<file path="src/pkg/acp_map.vh">
// Constants for the converter control and result output port
`ifndef ACP_MAP_VH
`define ACP_MAP_VH

// ------------------------------------------------------------
// Clock and timing
// ------------------------------------------------------------
`define ACP_CLK_MHZ         100
`define ACP_T_CONV_NS       250
`define ACP_T_ACQ_NS        80
`define ACP_T_SCLK_PHASE_NS 20
// Least times, rounded up to whole cycles
`define ACP_CONV_CYC  ((`ACP_T_CONV_NS * `ACP_CLK_MHZ + 999) / 1000)
`define ACP_ACQ_CYC   ((`ACP_T_ACQ_NS * `ACP_CLK_MHZ + 999) / 1000)
`define ACP_PHASE_CYC ((`ACP_T_SCLK_PHASE_NS * `ACP_CLK_MHZ + 999) / 1000)

// ------------------------------------------------------------
// Widths and counts
// ------------------------------------------------------------
`define ACP_RES_W     16
`define ACP_BITS      5'd16
`define ACP_LAST_BIT  5'd15
`define ACP_EXT_CAP   5'd17
`define ACP_CNT_W     8
`define ACP_SYNC_W    16
`define ACP_SYNC_N_W  3

// ------------------------------------------------------------
// Shared pin positions in serial mode
// ------------------------------------------------------------
`define ACP_PIN_SDO   8
`define ACP_PIN_SCLK  9
`define ACP_PIN_SYNC  10
`define ACP_PIN_ERR   11
`define ACP_PIN_MSB   15
`define ACP_PIN_HI_LO 12

// ------------------------------------------------------------
// Conversion states, one-hot
// ------------------------------------------------------------
`define ACP_ST_IDLE 3'h1
`define ACP_ST_CONV 3'h2
`define ACP_ST_ACQ  3'h4

// ------------------------------------------------------------
// Serial clock phases
// ------------------------------------------------------------
`define ACP_PH_DATA 2'h0
`define ACP_PH_RISE 2'h1
`define ACP_PH_FALL 2'h3

`endif

</file>
<file path="src/rtl/acp_sync.v">
// Two-flop synchroniser for asynchronous pin inputs
`timescale 1ns/100ps
`default_nettype none

module acp_sync #(
  parameter W    = 1,
  parameter INIT = 1'b0
) (
  input  wire         clk_sys,
  input  wire         resetn,
  input  wire [W-1:0] async_in,
  output reg  [W-1:0] sync_out
);

  reg [W-1:0] meta_q;

  always @(posedge clk_sys) begin
    if (!resetn) begin
      meta_q   <= {W{INIT}};
      sync_out <= {W{INIT}};
    end else begin
      meta_q   <= async_in;
      sync_out <= meta_q;
    end
  end

endmodule // acp_sync

`default_nettype wire

</file>
<file path="src/rtl/acp_top.v">
// Conversion control and parallel/serial result port
// Summary of operation
// - Parallel mode: shared pins carry result bits, pin 8 carries bit 8.
// - Result bits 12 to 15 are outputs in every mode.
// - Serial mode shifts the stored result out MSB first.
// - Output number format follows the format select level.
// - Internal clock: serial data stable across both clock edges.
// - External clock, no invert: data changes on rise, valid at fall.
// - External clock, invert: data changes on fall, valid at rise.
// - Serial clock pin is output or input per clock source select.
// - Internal mode, polarity low: marker high while serial data valid.
// - Internal mode, polarity high: marker low while serial data valid.
// - External mode: unfinished read at conversion end drops data, pulses error.
// - Busy high from conversion start until result is latched.
// - Output drivers on only while chip select and read both low.
// - Chip select gates the external serial clock.
// - Reset pin high resets and aborts any conversion.
// - Power-down lets the current conversion finish, then blocks new ones.
// - Falling convert strobe enters hold and starts a conversion.
// - Low-power mode with fast mode low: strobe low at acquisition end starts conversion at once.
// - Clock source low drives internal clock; high follows external clock.
// - Internal mode: read-mode high reads during conversion, low after it.
// - External mode: chain input appears 16 clock periods after read start.
`timescale 1ns/100ps
`default_nettype none
`include "acp_map.vh"

module acp_top (
  input  wire        clk_sys,
  input  wire        resetn,
  input  wire        reset_pin,
  input  wire        power_down_input,
  input  wire        convert_strobe_n,
  input  wire        low_power_select,
  input  wire        fast_mode_select,
  input  wire        serial_parallel_select,
  input  wire        clock_source_select,
  input  wire        clock_invert_select,
  input  wire        marker_polarity_select,
  input  wire        output_format_select,
  input  wire        readmode_or_chain_input,
  input  wire [1:0]  clock_divide_select,
  input  wire        cs_n,
  input  wire        rd_n,
  input  wire        sclk_i,
  input  wire [15:0] adc_code,
  output reg  [15:0] data_o,
  output reg  [15:0] data_oe,
  output reg         busy,
  output reg         sample_hold,
  output reg         power_save
);

  // ------------------------------------------------------------
  // Pin synchronisers
  // ------------------------------------------------------------
  wire [`ACP_SYNC_W-`ACP_SYNC_N_W-1:0] pins_s;
  wire [`ACP_SYNC_N_W-1:0]             pins_n_s;
  wire        strobe_n_s;
  wire        rst_pin_s;
  wire        pd_s;
  wire        sclk_s;
  wire        cs_n_s;
  wire        rd_n_s;
  wire        chain_s;
  wire        ser_s;
  wire        ext_s;
  wire        inv_s;
  wire        marker_polarity_select_s;
  wire        fmt_s;
  wire [1:0]  div_s;
  wire        lp_s;
  wire        fast_s;

  acp_sync #(
    .W    (`ACP_SYNC_W-`ACP_SYNC_N_W),
    .INIT (1'b0)
  ) u_sync (
    .clk_sys  (clk_sys),
    .resetn   (resetn),
    .async_in ({reset_pin, power_down_input, sclk_i, readmode_or_chain_input,
                serial_parallel_select, clock_source_select, clock_invert_select,
                marker_polarity_select, output_format_select, clock_divide_select,
                low_power_select, fast_mode_select}),
    .sync_out (pins_s)
  );

  // Active-low pins reset to idle high: no false strobe edge, no drivers on
  acp_sync #(
    .W    (`ACP_SYNC_N_W),
    .INIT (1'b1)
  ) u_sync_n (
    .clk_sys  (clk_sys),
    .resetn   (resetn),
    .async_in ({convert_strobe_n, cs_n, rd_n}),
    .sync_out (pins_n_s)
  );

  assign {rst_pin_s, pd_s, sclk_s, chain_s, ser_s, ext_s, inv_s, marker_polarity_select_s, fmt_s,
          div_s, lp_s, fast_s} = pins_s;
  assign {strobe_n_s, cs_n_s, rd_n_s} = pins_n_s;

  wire rst = !resetn || rst_pin_s;

  // ------------------------------------------------------------
  // Conversion sequencer
  // ------------------------------------------------------------
  reg  [2:0]            state_q;
  reg  [`ACP_CNT_W-1:0] tcnt_q;
  reg                   strobe_prev_q;
  reg  [15:0]           result_q;
  reg                   conv_done_q;
  reg                   conv_start_q;

  wire strobe_fall = strobe_prev_q && !strobe_n_s;
  wire impulse     = lp_s && !fast_s;

  always @(posedge clk_sys) begin
    if (rst) begin
      state_q       <= `ACP_ST_IDLE;
      tcnt_q        <= {`ACP_CNT_W{1'b0}};
      strobe_prev_q <= 1'b1;
      result_q      <= 16'h0000;
      conv_done_q   <= 1'b0;
      conv_start_q  <= 1'b0;
    end else begin
      strobe_prev_q <= strobe_n_s;
      conv_done_q   <= 1'b0;
      conv_start_q  <= 1'b0;
      case (state_q)
        `ACP_ST_IDLE: begin
          // Power-down only blocks new starts
          if (strobe_fall && !pd_s) begin
            state_q      <= `ACP_ST_CONV;
            tcnt_q       <= {`ACP_CNT_W{1'b0}};
            conv_start_q <= 1'b1;
          end
        end
        `ACP_ST_CONV: begin
          if (tcnt_q == `ACP_CONV_CYC - 1) begin
            state_q     <= `ACP_ST_ACQ;
            tcnt_q      <= {`ACP_CNT_W{1'b0}};
            conv_done_q <= 1'b1;
            // Core code is offset binary; MSB flip gives two's complement
            result_q    <= fmt_s ? adc_code
                                 : {~adc_code[15], adc_code[14:0]};
          end else begin
            tcnt_q <= tcnt_q + 1'b1;
          end
        end
        `ACP_ST_ACQ: begin
          if (tcnt_q == `ACP_ACQ_CYC - 1) begin
            tcnt_q <= {`ACP_CNT_W{1'b0}};
            if (impulse && !strobe_n_s && !pd_s) begin
              state_q      <= `ACP_ST_CONV;
              conv_start_q <= 1'b1;
            end else begin
              state_q <= `ACP_ST_IDLE;
            end
          end else begin
            tcnt_q <= tcnt_q + 1'b1;
          end
        end
        default: begin
          state_q <= `ACP_ST_IDLE;
          tcnt_q  <= {`ACP_CNT_W{1'b0}};
        end
      endcase
    end
  end

  always @(posedge clk_sys) begin
    if (rst) begin
      busy        <= 1'b0;
      sample_hold <= 1'b0;
      power_save  <= 1'b0;
    end else begin
      busy        <= (state_q == `ACP_ST_CONV) && !conv_done_q
                     || conv_start_q;
      sample_hold <= (state_q == `ACP_ST_CONV);
      power_save  <= pd_s && (state_q != `ACP_ST_CONV);
    end
  end

  // ------------------------------------------------------------
  // Internal-clock serial engine
  // ------------------------------------------------------------
  reg                   ms_run_q;
  reg  [1:0]            ms_phase_q;
  reg  [`ACP_CNT_W-1:0] ms_cnt_q;
  reg  [4:0]            ms_bit_q;
  reg                   sclk_int_q;

  wire int_mode = ser_s && !ext_s;
  // Divider only applies to read-after-convert
  wire [1:0] div_eff = chain_s ? 2'h0 : div_s;
  wire [31:0]           ph_full = `ACP_PHASE_CYC << div_eff;
  wire [`ACP_CNT_W-1:0] ph_len  = ph_full[`ACP_CNT_W-1:0];
  wire ms_tick  = ms_run_q && (ms_cnt_q == ph_len - 1'b1);
  wire ms_start = int_mode && !ms_run_q &&
                  (chain_s ? conv_start_q : conv_done_q);
  wire ms_shift = ms_tick && (ms_phase_q == `ACP_PH_FALL)
                  && (ms_bit_q != `ACP_LAST_BIT);

  always @(posedge clk_sys) begin
    if (rst || !int_mode) begin
      ms_run_q   <= 1'b0;
      ms_phase_q <= `ACP_PH_DATA;
      ms_cnt_q   <= {`ACP_CNT_W{1'b0}};
      ms_bit_q   <= 5'd0;
      sclk_int_q <= 1'b0;
    end else if (ms_start) begin
      ms_run_q   <= 1'b1;
      ms_phase_q <= `ACP_PH_DATA;
      ms_cnt_q   <= {`ACP_CNT_W{1'b0}};
      ms_bit_q   <= 5'd0;
    end else if (ms_tick) begin
      ms_cnt_q   <= {`ACP_CNT_W{1'b0}};
      ms_phase_q <= ms_phase_q + 1'b1;
      // Data moves mid-low, so both edges see it stable
      if (ms_phase_q == `ACP_PH_DATA) begin
        sclk_int_q <= 1'b1;
      end
      if (ms_phase_q == `ACP_PH_RISE + 2'h1) begin
        sclk_int_q <= 1'b0;
      end
      if (ms_phase_q == `ACP_PH_FALL) begin
        if (ms_bit_q == `ACP_LAST_BIT) begin
          ms_run_q <= 1'b0;
        end
        ms_bit_q <= ms_bit_q + 1'b1;
      end
    end else if (ms_run_q) begin
      ms_cnt_q <= ms_cnt_q + 1'b1;
    end
  end

  // ------------------------------------------------------------
  // External-clock serial engine
  // ------------------------------------------------------------
  reg        es_prev_q;
  reg  [4:0] es_cnt_q;
  reg        err_q;

  wire ext_mode = ser_s && ext_s;
  wire es_rise  = sclk_s && !es_prev_q;
  wire es_fall  = !sclk_s && es_prev_q;
  // Clock edges count only while selected
  wire es_upd   = ext_mode && !cs_n_s &&
                  (inv_s ? es_fall : es_rise);
  wire es_shift = es_upd && (es_cnt_q != 5'd0);
  wire es_part  = (es_cnt_q != 5'd0) && (es_cnt_q < `ACP_BITS);

  always @(posedge clk_sys) begin
    if (rst) begin
      es_prev_q <= 1'b0;
      es_cnt_q  <= 5'd0;
      err_q     <= 1'b0;
    end else begin
      es_prev_q <= sclk_s;
      err_q     <= conv_done_q && ext_mode && es_part;
      if (conv_done_q) begin
        es_cnt_q <= 5'd0;
      end else if (es_upd && es_cnt_q != `ACP_EXT_CAP) begin
        es_cnt_q <= es_cnt_q + 1'b1;
      end
    end
  end

  // ------------------------------------------------------------
  // Output shift register
  // ------------------------------------------------------------
  reg [15:0] shreg_q;

  always @(posedge clk_sys) begin
    if (rst) begin
      shreg_q <= 16'h0000;
    end else if (ext_mode && conv_done_q) begin
      // New result replaces any unfinished read
      shreg_q <= fmt_s ? adc_code
                       : {~adc_code[15], adc_code[14:0]};
    end else if (ms_start) begin
      shreg_q <= chain_s ? result_q
                 : (fmt_s ? adc_code : {~adc_code[15], adc_code[14:0]});
    end else if (ms_shift) begin
      shreg_q <= {shreg_q[14:0], 1'b0};
    end else if (es_shift) begin
      shreg_q <= {shreg_q[14:0], chain_s};
    end
  end

  // ------------------------------------------------------------
  // Pin multiplexing and drivers
  // ------------------------------------------------------------
  reg  [15:0] pin_d;
  reg  [15:0] oe_d;
  wire        drv_en = !cs_n_s && !rd_n_s;

  always @* begin
    pin_d = result_q;
    oe_d  = {16{drv_en}};
    if (ser_s) begin
      pin_d[`ACP_PIN_SDO]  = shreg_q[15];
      pin_d[`ACP_PIN_SCLK] = sclk_int_q ^ inv_s;
      pin_d[`ACP_PIN_SYNC] = ms_run_q ^ marker_polarity_select_s;
      pin_d[`ACP_PIN_ERR]  = err_q;
      oe_d[`ACP_PIN_SDO-1:0] = 8'h00;
      oe_d[`ACP_PIN_SCLK]  = drv_en && !ext_s;
      oe_d[`ACP_PIN_SYNC]  = drv_en && !ext_s;
      oe_d[`ACP_PIN_ERR]   = drv_en && ext_s;
      oe_d[`ACP_PIN_SDO-1] = 1'b0;
    end
  end

  always @(posedge clk_sys) begin
    if (rst) begin
      data_o  <= 16'h0000;
      data_oe <= 16'h0000;
    end else begin
      data_o  <= pin_d;
      data_oe <= oe_d;
    end
  end

endmodule // acp_top

`default_nettype wire

</file>
<file path="config.mk">
export PLATFORM = sky130hd
export DESIGN_NAME = acp_top
export DESIGN_NICKNAME = d
export VERILOG_FILES = /design/src/rtl/acp_sync.v /design/src/rtl/acp_top.v
export VERILOG_INCLUDE_DIRS = /design/src /design/src/pkg
export SDC_FILE = /design/constraint.sdc
export NUM_CORES = 1
export LEC_CHECK = 0
export BUFFER_PORTS_ARGS = -buffer_cell sky130_fd_sc_hd__buf_2
export CAP_MARGIN = 5
export CORE_MARGIN = 5
export CORE_UTILIZATION = 57
export DETAILED_ROUTE_END_ITERATION = 6
export PLACE_DENSITY = 0.84
export SLEW_MARGIN = 20
export SYNTH_ARGS = -nofsm -noshare
export SYNTH_HDL_FRONTEND = slang
export SYNTH_SLANG_ARGS = --single-unit
</file>
<file path="constraint.sdc">
create_clock -name clk_sys -period 2.51 [get_ports clk_sys]
set_clock_uncertainty 0.1 [all_clocks]
set_input_delay 0.251 -clock clk_sys [delete_from_list [all_inputs] [get_ports clk_sys]]
set_output_delay 0.251 -clock clk_sys [all_outputs]
set_load 0.01 [all_outputs]
</file>
==> flow_summary.toml, run 1 <==
[run_status]
outcome = "finished, final reports clean"

[critical_path]
r2r_end = "result_q[6]"
crit_type = "reg2reg"
slowest_delay_ns = 0.64
r2r_cells = 5
r2r_slack_ns = 0.19
reg2reg_from = "tcnt_q[5]"
crit_fanout = 12
cp.required_ns = 2.87
startpoint_type = "flop"
worstPathArrival_ns = 2.68
worst_path_max_delay_cell = "nor2_2"
endpoint_kind = "flop"
cp_cell_sequence = "nor3_1 > a41o_1 > nand4b_1 > nor2_2 > o22a_1"

[final_layout]
n_fill_cell = 630
n_antenna_cell = 0
nNetsFinal = 659
syn_to_final_growth_pct = 23.0
final_cell_mix = "dfxtp_1 (125), buf_2 (68), nor2_1 (44)"
drive_gt1_share_pct = 20.1
final_common_cell = "dfxtp_1"

[logic_synthesis]
ys.warnings.count = 0
synth-seq-cells = 125
ys_seq_area_share_pct = 47.6
synth_cell_types = 61
async_flop_share_pct = 0
syn_area_per_cell_um2 = 9.97
synth_edf_count = 0
syn_area_mm2 = 0.00526
synth_cells = 527
synth_nets = 572
ys.flop_type = "dfxtp_1"

[route]
drc_errors = 0
wl_per_cell_um = 16.5
finalWirelength_um = 12200
antenna_left = 0
drt_iter0_drc = 365
vias_per_cell = 5.80
drtPass1Iterations = 5
vias = 4284

[floorplan]
start_util_pct = 57.7
die_w_um = 106
dieArea_mm2 = 0.0112
rows = 35
core-area_mm2 = 0.00911
die_h_um = 106
ios = 69

[timing]
relSlewSlack_pct = 52.3
rsz0062_at_grt = "false"
setup_tns_ns = 0
max_freq_mhz = 431
finalMaxSlewViolations = 0
finalCriticalPeriod_ns = 2.32
hold_viol_final = 0
tightest_slew_ns = 0.713
finalSetupViolations = 0
min_period_over_period_pct = 92.4

[clock_tree]
clockBufferDepth = 2
worstSkewPairLatency_ns = 0.53
holdBufCountCts = 31
cts-buffers-inserted = 17
cts_setup_buffers = 0
cts_tree = "yes"
root_buffer = "clkbuf_8"
clock_sinks = 125
ctsResizeCount = 0
path_clk_slew_ns = 0.06
htreeDepth = 4

[worst_hold_path]
hp-class = "in2reg"
hold_depth = 4
hold_end = "result_q[15]"
worstHoldStart = "adc_code[15]"

[grt]
track_usage_pct = 22.1
grt_max_degree = 37
grt_pass1_vias = 4287
grt_pass1_wl_um = 20000
gr-total-overflow = 0
antenna_found_initial = 0

[power_and_ir_drop]
fin_total_pwr_mw = 4.96
ir_drop_mv = 0.390
pwr_density_cell_mw_per_mm2 = 767
cellLeakagePower_nw = 2.60

[run]
cap_viol_max_count = 0

[placed_design]
numPortBuffers = 68
dp_hpwl_um = 7490
gp_congestion = 0.827
==> where the power goes <==
group          internal (mW)  switching (mW)
clock network           1.59           0.880
registers               2.05          0.0479
logic                  0.171           0.216
==> synth_stat cells (all sizes together) (13+ instances only) <==
library cell	instances	area, um^2
and2	42	265
a21oi	36	180
a211oi	20	180
inv	14	52.6
xnor2	13	114
mux2i	25	250
buf	31	223
nor2	45	171
a32oi	15	131
nand2	17	66.3
o21ai	21	105
dfxtp	125	2500
==> area by class of cell <==
cell class	count	area, um^2	share of cell area, %
Multi-Input combinational cell	346	2440	37.7
Inverter	14	52.6	0.813
Timing Repair Buffer	110	733	11.3
Clock inverter	10	138	2.13
Clock buffer	22	463	7.16
Sequential cell	125	2500	38.7
Tap cell	111	139	2.15
==> worst max-delay path, delay by kind of cell, from the launching register on <==
family           cells  cell delay (ns)
AND/OR/NAND/NOR      3             1.24
AO/OA/AOI/OAI        2             0.56
flip-flops           1             0.35
==> sequential cells by signal (all words and copies together), names as in the netlist, 2 cells and up <==
| signal | count |
|---|---|
| u_sync_n.meta_q | 3 |
| data_oe | 4 |
| shreg_q | 16 |
| es_cnt_q | 5 |
| u_sync.meta_q | 13 |
| result_q | 16 |
| ms_cnt_q | 8 |
| tcnt_q | 8 |
| ms_bit_q | 5 |
| u_sync_n.sync_out | 3 |
| state_q | 3 |
| ms_phase_q | 2 |
| u_sync.sync_out | 13 |
| data_o | 16 |
==> kinds of logic after synthesis <==
family,share of synthesized area (%)
AO/OA/AOI/OAI,17.6
multiplexers,5.05
buffers and inverters,6.02
AND/OR/NAND/NOR,17.0
adder cells (fa/ha/maj),2.62
flip-flops,47.6
XOR/XNOR,4.14
==> how the worst max path moves through the flow <==
| stage | cells past startpoint | end | startpoint |
|---|---|---|---|
| 2_1_floorplan | 8 | shreg_q[11] | ms_bit_q[0] |
| 3_3_place_gp | 4 | result_q[7] | state_q[1] |
| 3_5_place_dp | 4 | result_q[2] | state_q[1] |
| 4_1_cts | 4 | result_q[7] | state_q[1] |
| 5_1_grt | 4 | result_q[7] | state_q[1] |
| 6_report | 5 | result_q[6] | tcnt_q[5] |
==> routing by layer <==
| layer | GRT usage (%) | routed length [um] | share of wire, % |
|---|---|---|---|
| met1 | 25.5 | 4990 | 41 |
| met2 | 39.0 | 6100 | 50 |
| met3 | 6.01 | 768 | 6.3 |
| met4 | 8.33 | 319 | 2.6 |
| met5 | 0 | 0 | 0 |
==> per-stage QoR <==
stage	instance area (um^2)	util, %	std cells	worst slack, ns	hold slack, ns
6_report	6460	71.0	738	0.190	0.0229
5_1_grt	6460	71.0	738	0.0906	0.0412
4_1_cts	6460	71.0	738	0.254	0.0122
3_5_place_dp	5550	61.0	675	0.256	0.305
3_3_place_gp	5550	61.0	675	0.359	0.291
2_1_floorplan	5260	-	527	0.575	0.224
Power figures use the tool's default switching activity.
==> run 2, diff against run 1 <==
--- a/config.mk
+++ b/config.mk
@@ -9,9 +9,11 @@
 export BUFFER_PORTS_ARGS = -buffer_cell sky130_fd_sc_hd__buf_2
 export CAP_MARGIN = 5
 export CORE_MARGIN = 5
-export CORE_UTILIZATION = 57
+export CORE_UTILIZATION = 60
+export CTS_BUF_LIST = sky130_fd_sc_hd__clkbuf_4
 export DETAILED_ROUTE_END_ITERATION = 6
-export PLACE_DENSITY = 0.84
+export PLACE_DENSITY = 0.87
+export SKIP_CTS_REPAIR_TIMING = 1
 export SLEW_MARGIN = 20
 export SYNTH_ARGS = -nofsm -noshare
 export SYNTH_HDL_FRONTEND = slang
==> run 2 against run 1 <==
  * First-iteration DRC count is 18% lower
  * Die area decreased by 4.5%
  * Combinational power shrank 2%
  * Cell count decreased by 0.68%
  * Largest cell class unchanged
==> flow_summary.toml, run 2 (synthesized netlist as in run 1, its figures left out) <==
[floorplan]
rows = 34
die_w_um = 104
die_h_um = 104
ios = 69
core-area_mm2 = 0.00864
start_util_pct = 60.9
dieArea_mm2 = 0.0107

[critical_path]
worstPathArrival_ns = 2.62
crit_fanout = 16
endpoint_kind = "flop"
startpoint_type = "flop"
r2r_cells = 5
cp.required_ns = 2.85
crit_type = "reg2reg"

[grt]
gr-total-overflow = 0
track_usage_pct = 20.2
antenna_found_initial = 0
grt_max_degree = 37
use_met3_pct = 6.78
grt_busiest_layer = "met2"
grt_pass1_vias = 4060
grt_pass1_wl_um = 18300
met1_usage_pct = 24.0
grt_util_met2_pct = 34.0

[clock_tree]
htreeDepth = 4
path_clk_slew_ns = 0.10
cts-buffers-inserted = 17
clockBufferDepth = 2
cts_tree = "yes"
root_buffer = "clkbuf_4"
clock_sinks = 125
worstSkewPairLatency_ns = 0.50

[final_layout]
final_common_cell = "dfxtp_1"
final_cell_mix = "dfxtp_1 (125), buf_2 (68), nor2_1 (44)"
n_antenna_cell = 0
drive_gt1_share_pct = 19.7
reg_top3 = "data_o (16), result_q (16), shreg_q (16)"
stdcell_area_mm2 = 0.00613
final_core_util_pct = 71.0
syn_to_final_growth_pct = 16.7
nNetsFinal = 657

[power_and_ir_drop]
fin_total_pwr_mw = 3.87
ir_drop_mv = 0.430
cellLeakagePower_nw = 2.46
pwr_density_cell_mw_per_mm2 = 632

[route]
drc_errors = 0
drtPass1Iterations = 6
vias_per_cell = 5.72
finalWirelength_um = 11300
vias = 4192
drt_iter0_drc = 301
antenna_left = 0
wl_per_cell_um = 15.4

[timing]
finalCriticalPeriod_ns = 2.29
tightest_slew_ns = 0.713
whs_ns = 0.0349
finalSetupViolations = 0
relSlewSlack_pct = 52.3
setup_tns_ns = 0
hold_viol_final = 0
finalMaxSlewViolations = 0
rsz0062_at_grt = "false"
min_period_over_period_pct = 91.1
max_freq_mhz = 437

[worst_hold_path]
hold_depth = 4
hp-class = "in2reg"

[run_status]
outcome = "finished, final reports clean"

[placed_design]
gp_congestion = 0.858
dpl-instance-area_mm2 = 0.00553
numPortBuffers = 68
dp_hpwl_um = 7520

[run]
cap_viol_max_count = 0
[run 2: cell count changes in the layout (fill, tap and decap cells not counted), moves of 3 or more]
cell and change:
clkinv_1 +3, clkbuf_16 -16, clkbuf_4 +18, clkbuf_8 -4
[run 2: layout make-up]
cell class / count / area (um^2)
Fill cell: 628 / 2500
Sequential cell: 125 / 2500
Multi-Input combinational cell: 346 / 2440
Timing Repair Buffer: 108 / 718
Clock inverter: 14 / 151
Clock buffer: 18 / 135
Tap cell: 108 / 135
Inverter: 14 / 52.6
[run 2: worst max-delay path, stage by stage (launching register included)]
cell and delay, ns:
dfxtp_1 0.49, mux2_4 0.42, and2_4 0.24, a211oi_4 0.59, a32oi_1 0.23, a21oi_1 0.15
[run 2: metal layers]
layer  up-vias  wire (um)
met2       161       5700
li1       2019          -
met3        35        714
met5         -          0
met1      1977       4610
met4         0        268
[run 2: worst paths after layout]
kind,startpoint,endpoint,slack [ns]
min,adc_code[15],result_q[15],0.03
min reg2reg,u_sync_n.meta_q[1],u_sync_n.sync_out[1],0.32
max,u_sync.sync_out[9],shreg_q[3],0.22
max reg2reg,u_sync.sync_out[9],shreg_q[3],0.22
[run 2: where the power goes]
| group | internal, mW | switching [mW] | total (mW) |
|---|---|---|---|
| combinational | 0.170 | 0.211 | 0.381 |
| sequential | 2.05 | 0.0459 | 2.10 |
| clock | 0.686 | 0.710 | 1.40 |
[run 2: stage by stage]
stage                     instances  setup slack [ns]
final                           733             0.224
after global routing            733            0.0969
after global placement          670             0.374
after floorplan                 527             0.575
after detailed placement        670             0.221
after CTS                       702             0.138
